[config.mk]
export PLATFORM = sky130hd
export DESIGN_NAME = core_flags_option_irq_regs
export DESIGN_NICKNAME = d
export VERILOG_FILES = /design/src/core_flags_option_irq_regs.v
export VERILOG_INCLUDE_DIRS = /design/src /design/src/src
export SDC_FILE = /design/constraint.sdc
export NUM_CORES = 1
export LEC_CHECK = 0
export ABC_AREA = 1
export BUFFER_PORTS_ARGS = -buffer_cell sky130_fd_sc_hd__buf_4
export CORE_MARGIN = 1
export CORE_UTILIZATION = 55
export DETAILED_ROUTE_END_ITERATION = 6
export PLACE_DENSITY_LB_ADDON = 0.08
export SETUP_SLACK_MARGIN = 0.15
export SLEW_MARGIN = 10
export SYNTH_ARGS = -nofsm -noshare
export SYNTH_HDL_FRONTEND = slang
export SYNTH_SLANG_ARGS = --single-unit
export TNS_END_PERCENT = 20
[constraint.sdc]
create_clock -name clk -period 3.2 [get_ports clk]
set_input_delay 0.64 -clock clk [delete_from_list [all_inputs] [get_ports clk]]
set_output_delay 0.64 -clock clk [all_outputs]
set_load 0.02 [all_outputs]
[src/core_flags_regs.vh]
`ifndef CORE_FLAGS_REGS_VH
`define CORE_FLAGS_REGS_VH

// full 8-bit data-memory addresses (bank bit on top)
`define FLAGS_ADDR_B0    8'h03
`define FLAGS_ADDR_B1    8'h83
`define OPTION_ADDR      8'h81
`define IRQCTL_ADDR_B0   8'h0B
`define IRQCTL_ADDR_B1   8'h8B

// flags/bank register fields
`define FL_RSV_HI        7
`define FL_RSV_B         6
`define FL_BANK          5
`define FL_WDT_EXP       4
`define FL_SLEEP         3
`define FL_ZERO          2
`define FL_DCARRY        1
`define FL_CARRY         0

// timer option register fields
`define OPT_PULLUP_DIS   7
`define OPT_EXT_EDGE     6
`define OPT_SRC_SEL      5
`define OPT_EDGE_SEL     4
`define OPT_PS_OWNER     3
`define OPT_RATE_HI      2
`define OPT_RATE_LO      0

// interrupt control register fields
`define IC_GIE           7
`define IC_PERIPHERAL_IRQ_GATE          6
`define IC_TMR_IE        5
`define IC_EXT_IE        4
`define IC_CHG_IE        3
`define IC_TMR_IF        2
`define IC_EXT_IF        1
`define IC_CHG_IF        0

// reset values
`define OPTION_RESET     8'hFF
`define IRQCTL_RESET     8'h00
`define FLAGS_HI_RESET   3'h0
`define FLAGS_LO_RESET   3'h0

// alu operation classes
`define ALU_ADD          3'h0
`define ALU_SUB          3'h1
`define ALU_LOGIC        3'h2
`define ALU_ROTL         3'h3
`define ALU_ROTR         3'h4

`endif

[src/core_flags_option_irq_regs.v]
`timescale 1ns/100ps
`default_nettype none
`include "core_flags_regs.vh"

module core_flags_option_irq_regs
(
  input  wire       clk,
  input  wire       reset_n,
  input  wire       ce,
  input  wire       wr_en,
  input  wire [6:0] wr_file_addr,
  input  wire [7:0] wr_data,
  input  wire       rd_en,
  input  wire [6:0] rd_file_addr,
  output reg  [7:0] rd_data,
  output reg        rd_hit,
  input  wire       alu_valid,
  input  wire [2:0] alu_op,
  input  wire [7:0] operand_a,
  input  wire [7:0] operand_b,
  input  wire       watchdog_clear_instr,
  input  wire       sleep_instr,
  input  wire       wdt_timeout,
  input  wire       instr_clk_tick,
  input  wire       wdt_base_tick,
  input  wire       timer_rollover,
  input  wire       periph_irq_pending,
  input  wire [5:0] per_pin_change_enable,
  input  wire [5:0] port_latch,
  input  wire [5:0] gpio_pins,
  input  wire       ext_irq_pin,
  input  wire       timer_clock_pin,
  output wire       bank_select_bit,
  output wire       carry_flag,
  output reg  [5:0] pullup_en,
  output reg        timer_inc,
  output reg        wdt_tick,
  output wire       irq_request
);

  localparam [1:0] SEL_NONE   = 2'h0;
  localparam [1:0] SEL_FLAGS  = 2'h1;
  localparam [1:0] SEL_OPTION = 2'h2;
  localparam [1:0] SEL_IRQCTL = 2'h3;

  reg  [2:0] bank_bits;      // reserved hi, reserved b, bank select
  reg        wdt_exp_flag;
  reg        sleep_flag;
  reg  [2:0] alu_flags;      // zero, digit carry, carry
  reg  [7:0] option_q;
  reg  [7:0] irqctl_q;
  reg  [7:0] presc_cnt;

  // register decode, shared by reads and writes
  function [1:0] decode;
    input       bank;
    input [6:0] file_addr;
    reg   [7:0] full;
    begin
      full = {bank, file_addr};
      if (full == `FLAGS_ADDR_B0 || full == `FLAGS_ADDR_B1)
        decode = SEL_FLAGS;
      else if (full == `OPTION_ADDR)
        decode = SEL_OPTION;
      else if (full == `IRQCTL_ADDR_B0 || full == `IRQCTL_ADDR_B1)
        decode = SEL_IRQCTL;
      else
        decode = SEL_NONE;
    end
  endfunction

  // mask of n low ones, n in 1..8
  function [7:0] low_mask;
    input [3:0] n;
    begin
      low_mask = 8'hFF >> (4'h8 - n);
    end
  endfunction

  wire [1:0] wr_sel = decode(bank_bits[0], wr_file_addr);
  wire [1:0] rd_sel = decode(bank_bits[0], rd_file_addr);
  wire       wr_flags  = wr_en && (wr_sel == SEL_FLAGS);
  wire       wr_option = wr_en && (wr_sel == SEL_OPTION);
  wire       wr_irqctl = wr_en && (wr_sel == SEL_IRQCTL);

  assign bank_select_bit = bank_bits[0];
  assign carry_flag      = alu_flags[0];

  // pin synchronisers: three stages, change accepted when 2nd and 3rd agree
  // bit order: 7 timer clock pin, 6 external irq pin, 5..0 port pins
  wire [7:0] pin_raw = {timer_clock_pin, ext_irq_pin, gpio_pins};
  wire [7:0] pin_level;
  wire [7:0] pin_prev;

  genvar gi;
  generate
    for (gi = 0; gi < 8; gi = gi + 1)
    begin : g_pin_sync
      reg s1;
      reg s2;
      reg s3;
      reg lvl;
      reg lvl_d;
      // s1 feeds s2 only; filtered level updates on agreement
      always @(posedge clk or negedge reset_n)
      begin
        if (!reset_n)
        begin
          s1    <= 1'b0;
          s2    <= 1'b0;
          s3    <= 1'b0;
          lvl   <= 1'b0;
          lvl_d <= 1'b0;
        end
        else if (ce)
        begin
          s1    <= pin_raw[gi];
          s2    <= s1;
          s3    <= s2;
          if (s2 == s3)
            lvl <= s3;
          lvl_d <= lvl;
        end
      end
      assign pin_level[gi] = lvl;
      assign pin_prev[gi]  = lvl_d;
    end
  endgenerate

  wire [7:0] pin_rise = pin_level & ~pin_prev;
  wire [7:0] pin_fall = ~pin_level & pin_prev;

  // first cycles after reset would see 0 -> pin level as an edge;
  // held off until the filtered levels have settled once
  reg  [2:0] settle;
  wire       settled = (settle == 3'h7);

  always @(posedge clk or negedge reset_n)
  begin
    if (!reset_n)
      settle <= 3'h0;
    else if (ce && !settled)
      settle <= settle + 3'h1;
  end

  // external pin edge per polarity bit
  wire ext_edge = settled && (option_q[`OPT_EXT_EDGE] ? pin_rise[6]
                                                     : pin_fall[6]);
  wire pin_change = settled && (|(pin_rise[5:0] | pin_fall[5:0]));

  // timer source tick: pin edge or instruction clock
  wire pin_tick = option_q[`OPT_EDGE_SEL] ? pin_fall[7]
                                          : pin_rise[7];
  wire tmr_src  = option_q[`OPT_SRC_SEL] ? (settled && pin_tick)
                                         : instr_clk_tick;

  // alu flag computation
  wire [8:0] add_sum = {1'b0, operand_a} + {1'b0, operand_b};
  wire [4:0] add_nib = {1'b0, operand_a[3:0]} + {1'b0, operand_b[3:0]};
  // subtract as a plus two's complement of b, carry is inverted borrow
  wire [8:0] sub_sum = {1'b0, operand_a} + {1'b0, ~operand_b} + 9'h001;
  wire [4:0] sub_nib = {1'b0, operand_a[3:0]} + {1'b0, ~operand_b[3:0]}
                       + 5'h01;

  reg  [2:0] op_flags;       // zero, digit carry, carry values
  reg  [2:0] op_mask;        // which of them the op affects

  // per-op flag values and affected-bit mask
  always @*
  begin
    op_flags = 3'h0;
    op_mask  = 3'h0;
    if (alu_valid)
    begin
      case (alu_op)
        `ALU_ADD:
        begin
          op_flags = {add_sum[7:0] == 8'h00, add_nib[4], add_sum[8]};
          op_mask  = 3'h7;
        end
        `ALU_SUB:
        begin
          op_flags = {sub_sum[7:0] == 8'h00, sub_nib[4], sub_sum[8]};
          op_mask  = 3'h7;
        end
        `ALU_LOGIC:
        begin
          op_flags = {operand_a == 8'h00, 2'h0};
          op_mask  = 3'h4;
        end
        `ALU_ROTL:
        begin
          op_flags = {2'h0, operand_a[7]};
          op_mask  = 3'h1;
        end
        `ALU_ROTR:
        begin
          op_flags = {2'h0, operand_a[0]};
          op_mask  = 3'h1;
        end
        default:
        begin
          op_flags = 3'h0;
          op_mask  = 3'h0;
        end
      endcase
    end
  end

  // flags/bank register; reserved bits stored as written, software's duty
  always @(posedge clk or negedge reset_n)
  begin
    if (!reset_n)
    begin
      bank_bits    <= `FLAGS_HI_RESET;
      wdt_exp_flag <= 1'b1;
      sleep_flag   <= 1'b1;
      alu_flags    <= `FLAGS_LO_RESET;
    end
    else if (ce)
    begin
      if (wr_flags)
        bank_bits <= wr_data[`FL_RSV_HI:`FL_BANK];
      // any flag-affecting op locks all three bits against the write
      if (wr_flags && op_mask == 3'h0)
        alu_flags <= wr_data[`FL_ZERO:`FL_CARRY];
      else
        alu_flags <= (op_flags & op_mask)
                     | (alu_flags & ~op_mask);
      // no write path to these two bits at all
      if (wdt_timeout)
        wdt_exp_flag <= 1'b0;
      else if (watchdog_clear_instr || sleep_instr)
        wdt_exp_flag <= 1'b1;
      if (sleep_instr)
        sleep_flag <= 1'b0;
      else if (watchdog_clear_instr)
        sleep_flag <= 1'b1;
    end
  end

  // option register, fully writable
  always @(posedge clk or negedge reset_n)
  begin
    if (!reset_n)
      option_q <= `OPTION_RESET;
    else if (ce && wr_option)
      option_q <= wr_data;
  end

  // interrupt control; a hardware set wins over a same-cycle clear
  wire [2:0] hw_set = {timer_rollover, ext_edge, pin_change};
  wire [7:0] next_irqctl = wr_irqctl ? (wr_data | {5'h00, hw_set})
                                     : (irqctl_q | {5'h00, hw_set});

  always @(posedge clk or negedge reset_n)
  begin
    if (!reset_n)
      irqctl_q <= `IRQCTL_RESET;
    else if (ce)
      irqctl_q <= next_irqctl;
  end

  // shared prescaler: owner's source feeds it, other side bypasses
  wire       ps_wdt   = option_q[`OPT_PS_OWNER];
  wire [2:0] ps_rate  = option_q[`OPT_RATE_HI:`OPT_RATE_LO];
  wire       ps_in    = ps_wdt ? wdt_base_tick : tmr_src;
  // timer needs rate+1 low bits saturated, watchdog rate bits
  wire [3:0] ps_bits  = ps_wdt ? {1'b0, ps_rate}
                               : ({1'b0, ps_rate} + 4'h1);
  wire       ps_out   = ps_in && (ps_bits == 4'h0 ||
                        (presc_cnt & low_mask(ps_bits)) ==
                        low_mask(ps_bits));

  always @(posedge clk or negedge reset_n)
  begin
    if (!reset_n)
      presc_cnt <= 8'h00;
    else if (ce)
    begin
      // owner change restarts the count so no stale partial period leaks
      if (wr_option && (wr_data[`OPT_PS_OWNER] != ps_wdt))
        presc_cnt <= 8'h00;
      else if (ps_in)
        presc_cnt <= presc_cnt + 8'h01;
    end
  end

  // divided or bypassed ticks out, one cycle pulses
  always @(posedge clk or negedge reset_n)
  begin
    if (!reset_n)
    begin
      timer_inc <= 1'b0;
      wdt_tick  <= 1'b0;
    end
    else if (ce)
    begin
      timer_inc <= ps_wdt ? tmr_src : ps_out;
      wdt_tick  <= ps_wdt ? ps_out : wdt_base_tick;
    end
  end

  // pull-ups follow latches unless globally disabled
  always @(posedge clk or negedge reset_n)
  begin
    if (!reset_n)
      pullup_en <= 6'h00;
    else if (ce)
      pullup_en <= option_q[`OPT_PULLUP_DIS] ? 6'h00 : port_latch;
  end

  // interrupt request; pin-change needs some per-pin enable as well
  wire chg_ok  = irqctl_q[`IC_CHG_IE] && (|per_pin_change_enable);
  wire core_rq = (irqctl_q[`IC_TMR_IE] && irqctl_q[`IC_TMR_IF])
               | (irqctl_q[`IC_EXT_IE] && irqctl_q[`IC_EXT_IF])
               | (chg_ok && irqctl_q[`IC_CHG_IF]);
  wire peri_rq = irqctl_q[`IC_PERIPHERAL_IRQ_GATE] && periph_irq_pending;

  assign irq_request = irqctl_q[`IC_GIE] && (core_rq || peri_rq);

  // read port, registered; unmapped reads return zero with no hit
  always @(posedge clk or negedge reset_n)
  begin
    if (!reset_n)
    begin
      rd_data <= 8'h00;
      rd_hit  <= 1'b0;
    end
    else if (ce)
    begin
      rd_hit <= rd_en && (rd_sel != SEL_NONE);
      if (!rd_en)
        rd_data <= 8'h00;
      else
      begin
        case (rd_sel)
          SEL_FLAGS:
            rd_data <= {bank_bits, wdt_exp_flag, sleep_flag, alu_flags};
          SEL_OPTION:
            rd_data <= option_q;
          SEL_IRQCTL:
            rd_data <= irqctl_q;
          default:
            rd_data <= 8'h00;
        endcase
      end
    end
  end

  // the timer count itself lives outside and is not touched by reset

endmodule // core_flags_option_irq_regs

`default_nettype wire

==> results of run 1 <==
[sequential cells by signal (all words and copies together), names as in the netlist, 3 cells and up, named ones only]
name	flops
bank_bits	3
g_pin_sync.lvl	8
g_pin_sync.lvl_d	8
g_pin_sync.s1	8
g_pin_sync.s2	8
g_pin_sync.s3	8
irqctl_q	8
option_q	8
presc_cnt	8
pullup_en	6
rd_data	8
settle	3
[cell families (layout without fill, tap and decap cells)]
group	count (synthesis)	after routing	share of synthesized area (%)
AND/OR/NAND/NOR	341	341	27.4
XOR/XNOR	11	11	1.76
multiplexers	2	2	0.411
AO/OA/AOI/OAI	125	125	13.4
buffers and inverters	118	211	8.63
adder cells (fa/ha/maj)	26	26	6.21
flip-flops	92	92	42.2
[per-stage QoR]
stage	instances	power [mW]	hold WS, ns	instance area (um^2)
CTS	941	2.85	0.0701	6470
floorplan	715	1.84	0.344	5480
detailed placement	925	2.10	0.460	6280
global placement	925	2.06	0.454	6280
finish	941	2.82	0.0919	6470
global route	941	3.01	0.0762	6470
[power groups by stage]
stage	registers [mW]	clock network [mW]	logic, mW
2_1_floorplan	1.42	0	0.422
3_3_place_gp	1.43	0	0.633
3_5_place_dp	1.44	0	0.662
4_1_cts	1.41	0.775	0.665
5_1_grt	1.44	0.818	0.758
6_report	1.42	0.749	0.659
[Yosys cell counts (3+ instances only)]
library cell  instances
a21oi_1              40
buf_2                 3
buf_4                 3
clkbuf_1             10
dfrtp_1              82
dfstp_2              10
ha_1                 24
inv_1                97
nand2_1             215
nand3_1              32
nand4_1              15
nor2_1               46
nor2_2                5
nor3_1                9
o211ai_1              6
o21ai_0              41
o21ai_1               9
o21ai_2               8
o22ai_1               5
or2_2                 4
xnor2_1               3
xor2_1                8
[area by class of cell]
type / instances / area, um^2 / area share, %
well taps: 133 / 166 / 2.57
repair buffers: 96 / 733 / 11.3
inverters: 99 / 372 / 5.75
clock inverters: 7 / 66.3 / 1.03
clock buffers: 9 / 124 / 1.92
flip-flops and latches: 92 / 2310 / 35.8
multi-input cells: 505 / 2690 / 41.6
[metal layers]
metal  vias to the layer above  routed length (um)
met2                       126                5940
met5                         -                   0
met1                      2268                5570
li1                       2476                   -
met3                        17                 619
met4                         0                 158
[final timing paths]
check                      depth (start not counted)             start                to  slack (ns)
hold reg to reg                                    2  g_pin_sync[4].s2  g_pin_sync[4].s2        0.48
setup reg to reg                                  12       option_q[0]         timer_inc        0.75
min in group clk                                   2       wdt_timeout      wdt_exp_flag        0.43
max in group asynchronous                          2           reset_n       option_q[2]        2.42
hold / removal                                     1           reset_n      presc_cnt[4]        0.09
setup / recovery                                  12       option_q[0]         timer_inc        0.75
[layout by cell type (no fill, tap or decap), types with 3 or more instances in the layout]
master and count:
nor3_1 9, ha_1 24, o21ai_0 41, xnor2_1 3, a21oi_1 40, inv_1 97, o21ai_1 9, dfstp_2 10
o21ai_2 8, or2_2 4, clkbuf_8 9, xor2_1 8, nand3_1 32, nor2_2 5, buf_4 95, clkinv_4 3
nand2_1 215, o22ai_1 5, nor2_1 46, nand4_1 15, dfrtp_1 82, o211ai_1 6
==> results.cfg, run 1 <==
[pwr]
netSwitchingFraction_pct = 33.0
p_switching_uw = 932
p_int_mw = 1.89
pwr_density_cell_nw_per_um2 = 437
ir_drop_mv = 0.259
p_leak_nw = 3.39
comb_power_share_pct = 23.3
clkPwrFrac_pct = 26.5
seq_power_share_pct = 50.2

[sta]
fin_crit_sh_pct = 76.7
finalHoldViolCount = 0
worstMarginPinSlew_ns = 0.568
layout_min_cycle_time_ns = 2.45
fin_ws_ns = 0.746
setup_viol = 0
fin_skew_ns = 0.0105
report.final.slew_viol_count = 0
slew_headroom_pct = 62.2
fmax_mhz = 408
tns_ns = 0
grt_setup_unrepaired = no

[drt]
vias = 4887
first_iter_violations = 233
drtPass1Iterations = 5
drc = 0
drt-vias-per-instance = 5.19
detail-route-antenna-nets = 0
drt-total-wl_um = 12300
wire_per_inst_um = 13.1

[global_route]
grt_use_met1_pct = 31.7
overflow = 0
busiest_layer = met2
grt_antenna_before_repair = 0
grt_max_degree = 84
grt.total_usage_pct = 25.0
grt_pass1_wl_um = 20300
first_global_vias = 4530
grt_use_met2_pct = 43.6
grt_use_met3_pct = 4.79

[clock_network]
cts_hold_buf = 0
cts_num_sinks = 92
cts-resized-gates = 0
cts_tree = built
numCtsBuffers = 9
root_buffer = clkbuf_8
cts_buffer_depth = 2
path_clk_slew_ns = 0.10
htreeDepth = 3
worstSkewPairLatency_ns = 0.36
cts_setup_buffers = 0

[setup_path]
critPathMaxFanout = 4
path_buf_inv = 2
crit_family = adder cells
crit_path_max_incr_delay_ns = 0.57
crit_type = reg -> reg
cpMostUsedCell = ha_1
crit_slowest_cell = dfstp_2
cp_cell_sequence = ha_1 > o21ai_0 > ha_1 > inv_1 > ha_1 > inv_1 > a21oi_1 > nor3_1 > nand2_1 > nand3_1 > o211ai_1 > nand2_1
end_kind = flip-flop
worstPathRequired_ns = 3.46
cp_data_arrival_time_ns = 2.71
cp-start-kind = flip-flop

[finish]
drive_gt1_share_pct = 19.4
syn_to_final_growth_pct = 18.0
fillers = 879
postLayoutCoreUtil_pct = 66.5
antenna_cells = 0
fin_nets = 903

[synth]
synth.top_cells.by_area = dfrtp_1, nand2_1, inv_1
ys_seq_area_share_pct = 42.2
ys_async_sr_fraction_pct = 100
synth_flop_cell = dfrtp_1
synth_fp_nets = 815
synth-seq-cells = 92
ys_types = 51
yosysTopAreaCell = dfrtp_1
syn_inst = 715
synth_edf_count = 0
ys.warnings.count = 0
avgSynthCellArea_um2 = 7.66
synthDominantCellAreaShare_pct = 37.5
synth_area_um2 = 5480

[hold_path]
min_path_type = in -> async

[floorplanning]
core_um2 = 9730
fp.dieW_um = 102
dieArea_um2 = 10400
num_io_pins = 94
num_rows = 36
start_util_pct = 56.3
die_h_um = 102

[placed_design]
gp_congestion = 0.864
dp_hpwl_um = 9340
place_ws_ns = 0.752
portBuffers = 93

[run_status]
status = finished, final reports clean

[job]
maxCapViolations = 0
Note: power is estimated with default switching activity, not from simulation.
==> inputs of run 2 (changes only) <==
--- a/config.mk
+++ b/config.mk
@@ -6,7 +6,7 @@
 export SDC_FILE = /design/constraint.sdc
 export NUM_CORES = 1
 export LEC_CHECK = 0
-export ABC_AREA = 1
+export ABC_AREA = 0
 export BUFFER_PORTS_ARGS = -buffer_cell sky130_fd_sc_hd__buf_4
 export CORE_MARGIN = 1
 export CORE_UTILIZATION = 55
==> constraint.sdc (replaced) <==
create_clock -name clk -period 2.6 [get_ports clk]
set_input_delay 0.52 -clock clk [delete_from_list [all_inputs] [get_ports clk]]
set_output_delay 0.52 -clock clk [all_outputs]
set_load 0.02 [all_outputs]
==> run 2 against run 1 <==
Die area down 4.2%. Register-to-register slack worse by 0.48 ns. Utilization up 2.1 points. Synthesized cell count down 28%. Sequential power up 35%. Clock-buffer cell count up 1. Maximum frequency up 5.0%. Clock power up 38%. Routed wire length down 1.6%. Via count down 12%.
==> results.cfg, run 2 <==
[run_status]
status = finished, final reports clean

[synth]
synth_commonest_cells = dfrtp_1, o21ai_0, mux2_2
ys_seq_area_share_pct = 44.1
ys_types = 65
synth-seq-cells = 92
synth_fp_nets = 613
synth_edf_count = 0
synthDominantCellAreaShare_pct = 39.1
yosysMostFrequentCell = dfrtp_1
ys.warnings.count = 0
yosysTopAreaCell = dfrtp_1
ys_async_sr_fraction_pct = 100
synth.top_cells.by_area = dfrtp_1, mux2_2, ha_1
synth_area_um2 = 5240
syn_inst = 513
avgSynthCellArea_um2 = 10.2
synth_flop_cell = dfrtp_1

[drt]
detail-route-antenna-nets = 0
first_iter_violations = 167
vias = 4285
drt-vias-per-instance = 5.75
drtPass1Iterations = 4
wire_per_inst_um = 16.2
drt-total-wl_um = 12100
drc = 0

[floorplanning]
fp.dieW_um = 99.6
num_io_pins = 94
die_h_um = 99.6
start_util_pct = 56.8
dieArea_um2 = 9930
num_rows = 35
core_um2 = 9240

[setup_path]
cp-start-kind = flip-flop
reg2reg_from = option_q[1]
cp_data_arrival_time_ns = 2.58
critPathMaxFanout = 8
end_kind = flip-flop
reg2reg_depth = 10
crit_path_start = option_q[1]
worstPathRequired_ns = 2.84
crit_type = reg -> reg

[sta]
finalHoldViolCount = 0
worstMarginPinSlew_ns = 0.635
grt_setup_unrepaired = yes
slew_headroom_pct = 57.7
tns_ns = 0
fmax_mhz = 428
fin_skew_ns = 0.0173
fin_ws_ns = 0.263
report.final.slew_viol_count = 0
layout_min_cycle_time_ns = 2.34
fin_crit_sh_pct = 89.9
setup_viol = 0

[global_route]
grt_pass1_wl_um = 20100
grt_antenna_before_repair = 0
grt.total_usage_pct = 25.8
overflow = 0
first_global_vias = 4257
grt_max_degree = 51

[placed_design]
portBuffers = 93
place_area_um2 = 6110
dp_hpwl_um = 9160
gp_congestion = 0.944
place_ws_ns = 0.102

[pwr]
pwr_density_cell_nw_per_um2 = 608
ir_drop_mv = 0.338
p_leak_nw = 2.87

[clock_network]
worstSkewPairLatency_ns = 0.36
cts_tree = built
cts_buffer_depth = 2
cts_hold_buf = 0
htreeDepth = 3
path_clk_slew_ns = 0.10
root_buffer = clkbuf_8
numCtsBuffers = 9
cts_setup_buffers = 0
cts_num_sinks = 92

[finish]
multiInputGateArea_um2 = 2700
final_cell_area_um2 = 6340
fin_nets = 711
antenna_cells = 0
layout_common_cells = buf_4, dfrtp_1, o21ai_0, mux2_2, inv_1
layout_commonest_cell = buf_4
syn_to_final_growth_pct = 20.8
drive_gt1_share_pct = 29.9
fillers = 733
seqCellArea_um2 = 2310

[job]
maxCapViolations = 0

[hold_path]
min_path_type = in -> async
run 2: cell families after synthesis:
| group | count (synthesis) | share of synthesized area (%) |
|---|---|---|
| AND/OR/NAND/NOR | 122 | 12.0 |
| multiplexers | 55 | 11.5 |
| buffers and inverters | 55 | 4.46 |
| AO/OA/AOI/OAI | 148 | 18.9 |
| flip-flops | 92 | 44.1 |
| adder cells (fa/ha/maj) | 26 | 6.49 |
| XOR/XNOR | 15 | 2.51 |
run 2: timing repair:
item	4_1_cts	5_1_grt
gates resized for setup	0	1
endpoints found under the setup margin	0	2
endpoints found under the hold margin	0	0
run 2: stage by stage:
stage                     cells  utilization [%]  hold WS, ns  power (mW)
final                       745             68.6        0.164        3.85
after global routing        745             68.6        0.207        4.08
after CTS                   745             68.5        0.187        3.89
after detailed placement    729             66.1        0.472        2.86
after global placement      729             66.1        0.463        2.79
after floorplan             513                -        0.224        2.49
run 2: worst max-delay path, stage by stage (launching register included):
cell and delay [ns]:
dfstp_2 0.60, ha_1 0.27, mux2i_1 0.19, ha_1 0.23, inv_1 0.06, ha_1 0.27, o31ai_1 0.06, o2111ai_1 0.10
o21ai_0 0.14, o211ai_1 0.19, o21ai_0 0.11
run 2: layout make-up:
| cell class | instances | share of cell area, % |
|---|---|---|
| repair buffers | 108 | 12.8 |
| flip-flops and latches | 92 | 36.5 |
| well taps | 129 | 2.55 |
| multi-input cells | 366 | 42.7 |
| clock buffers | 10 | 2.17 |
| inverters | 34 | 2.01 |
| clock inverters | 6 | 1.26 |
run 2: where the power goes:
group          leakage, nW  total (mW)  switching [mW]  internal (mW)
Sequential            1.11        1.92           0.231           1.69
Combinational         1.66       0.904           0.436          0.468
Clock                0.106        1.03           0.538          0.487
run 2: layer usage:
| metal | GRT usage, % | up-vias | share of wire, % |
|---|---|---|---|
| met3 | 4.29 | 16 | 3.5 |
| met5 | 0 | - | 0 |
| met1 | 31.7 | 2101 | 44 |
| li1 | - | 2059 | - |
| met4 | 7.24 | 0 | 1.4 |
| met2 | 47.0 | 109 | 52 |
run 2: final timing paths:
kind                                end  slack [ns]
max reg2reg                   timer_inc        0.26
max                           timer_inc        0.26
min reg2reg                wdt_exp_flag        0.48
max in group asynchronous   option_q[6]        1.71
min in group clk             sleep_flag        0.31
min                          rd_data[7]        0.16
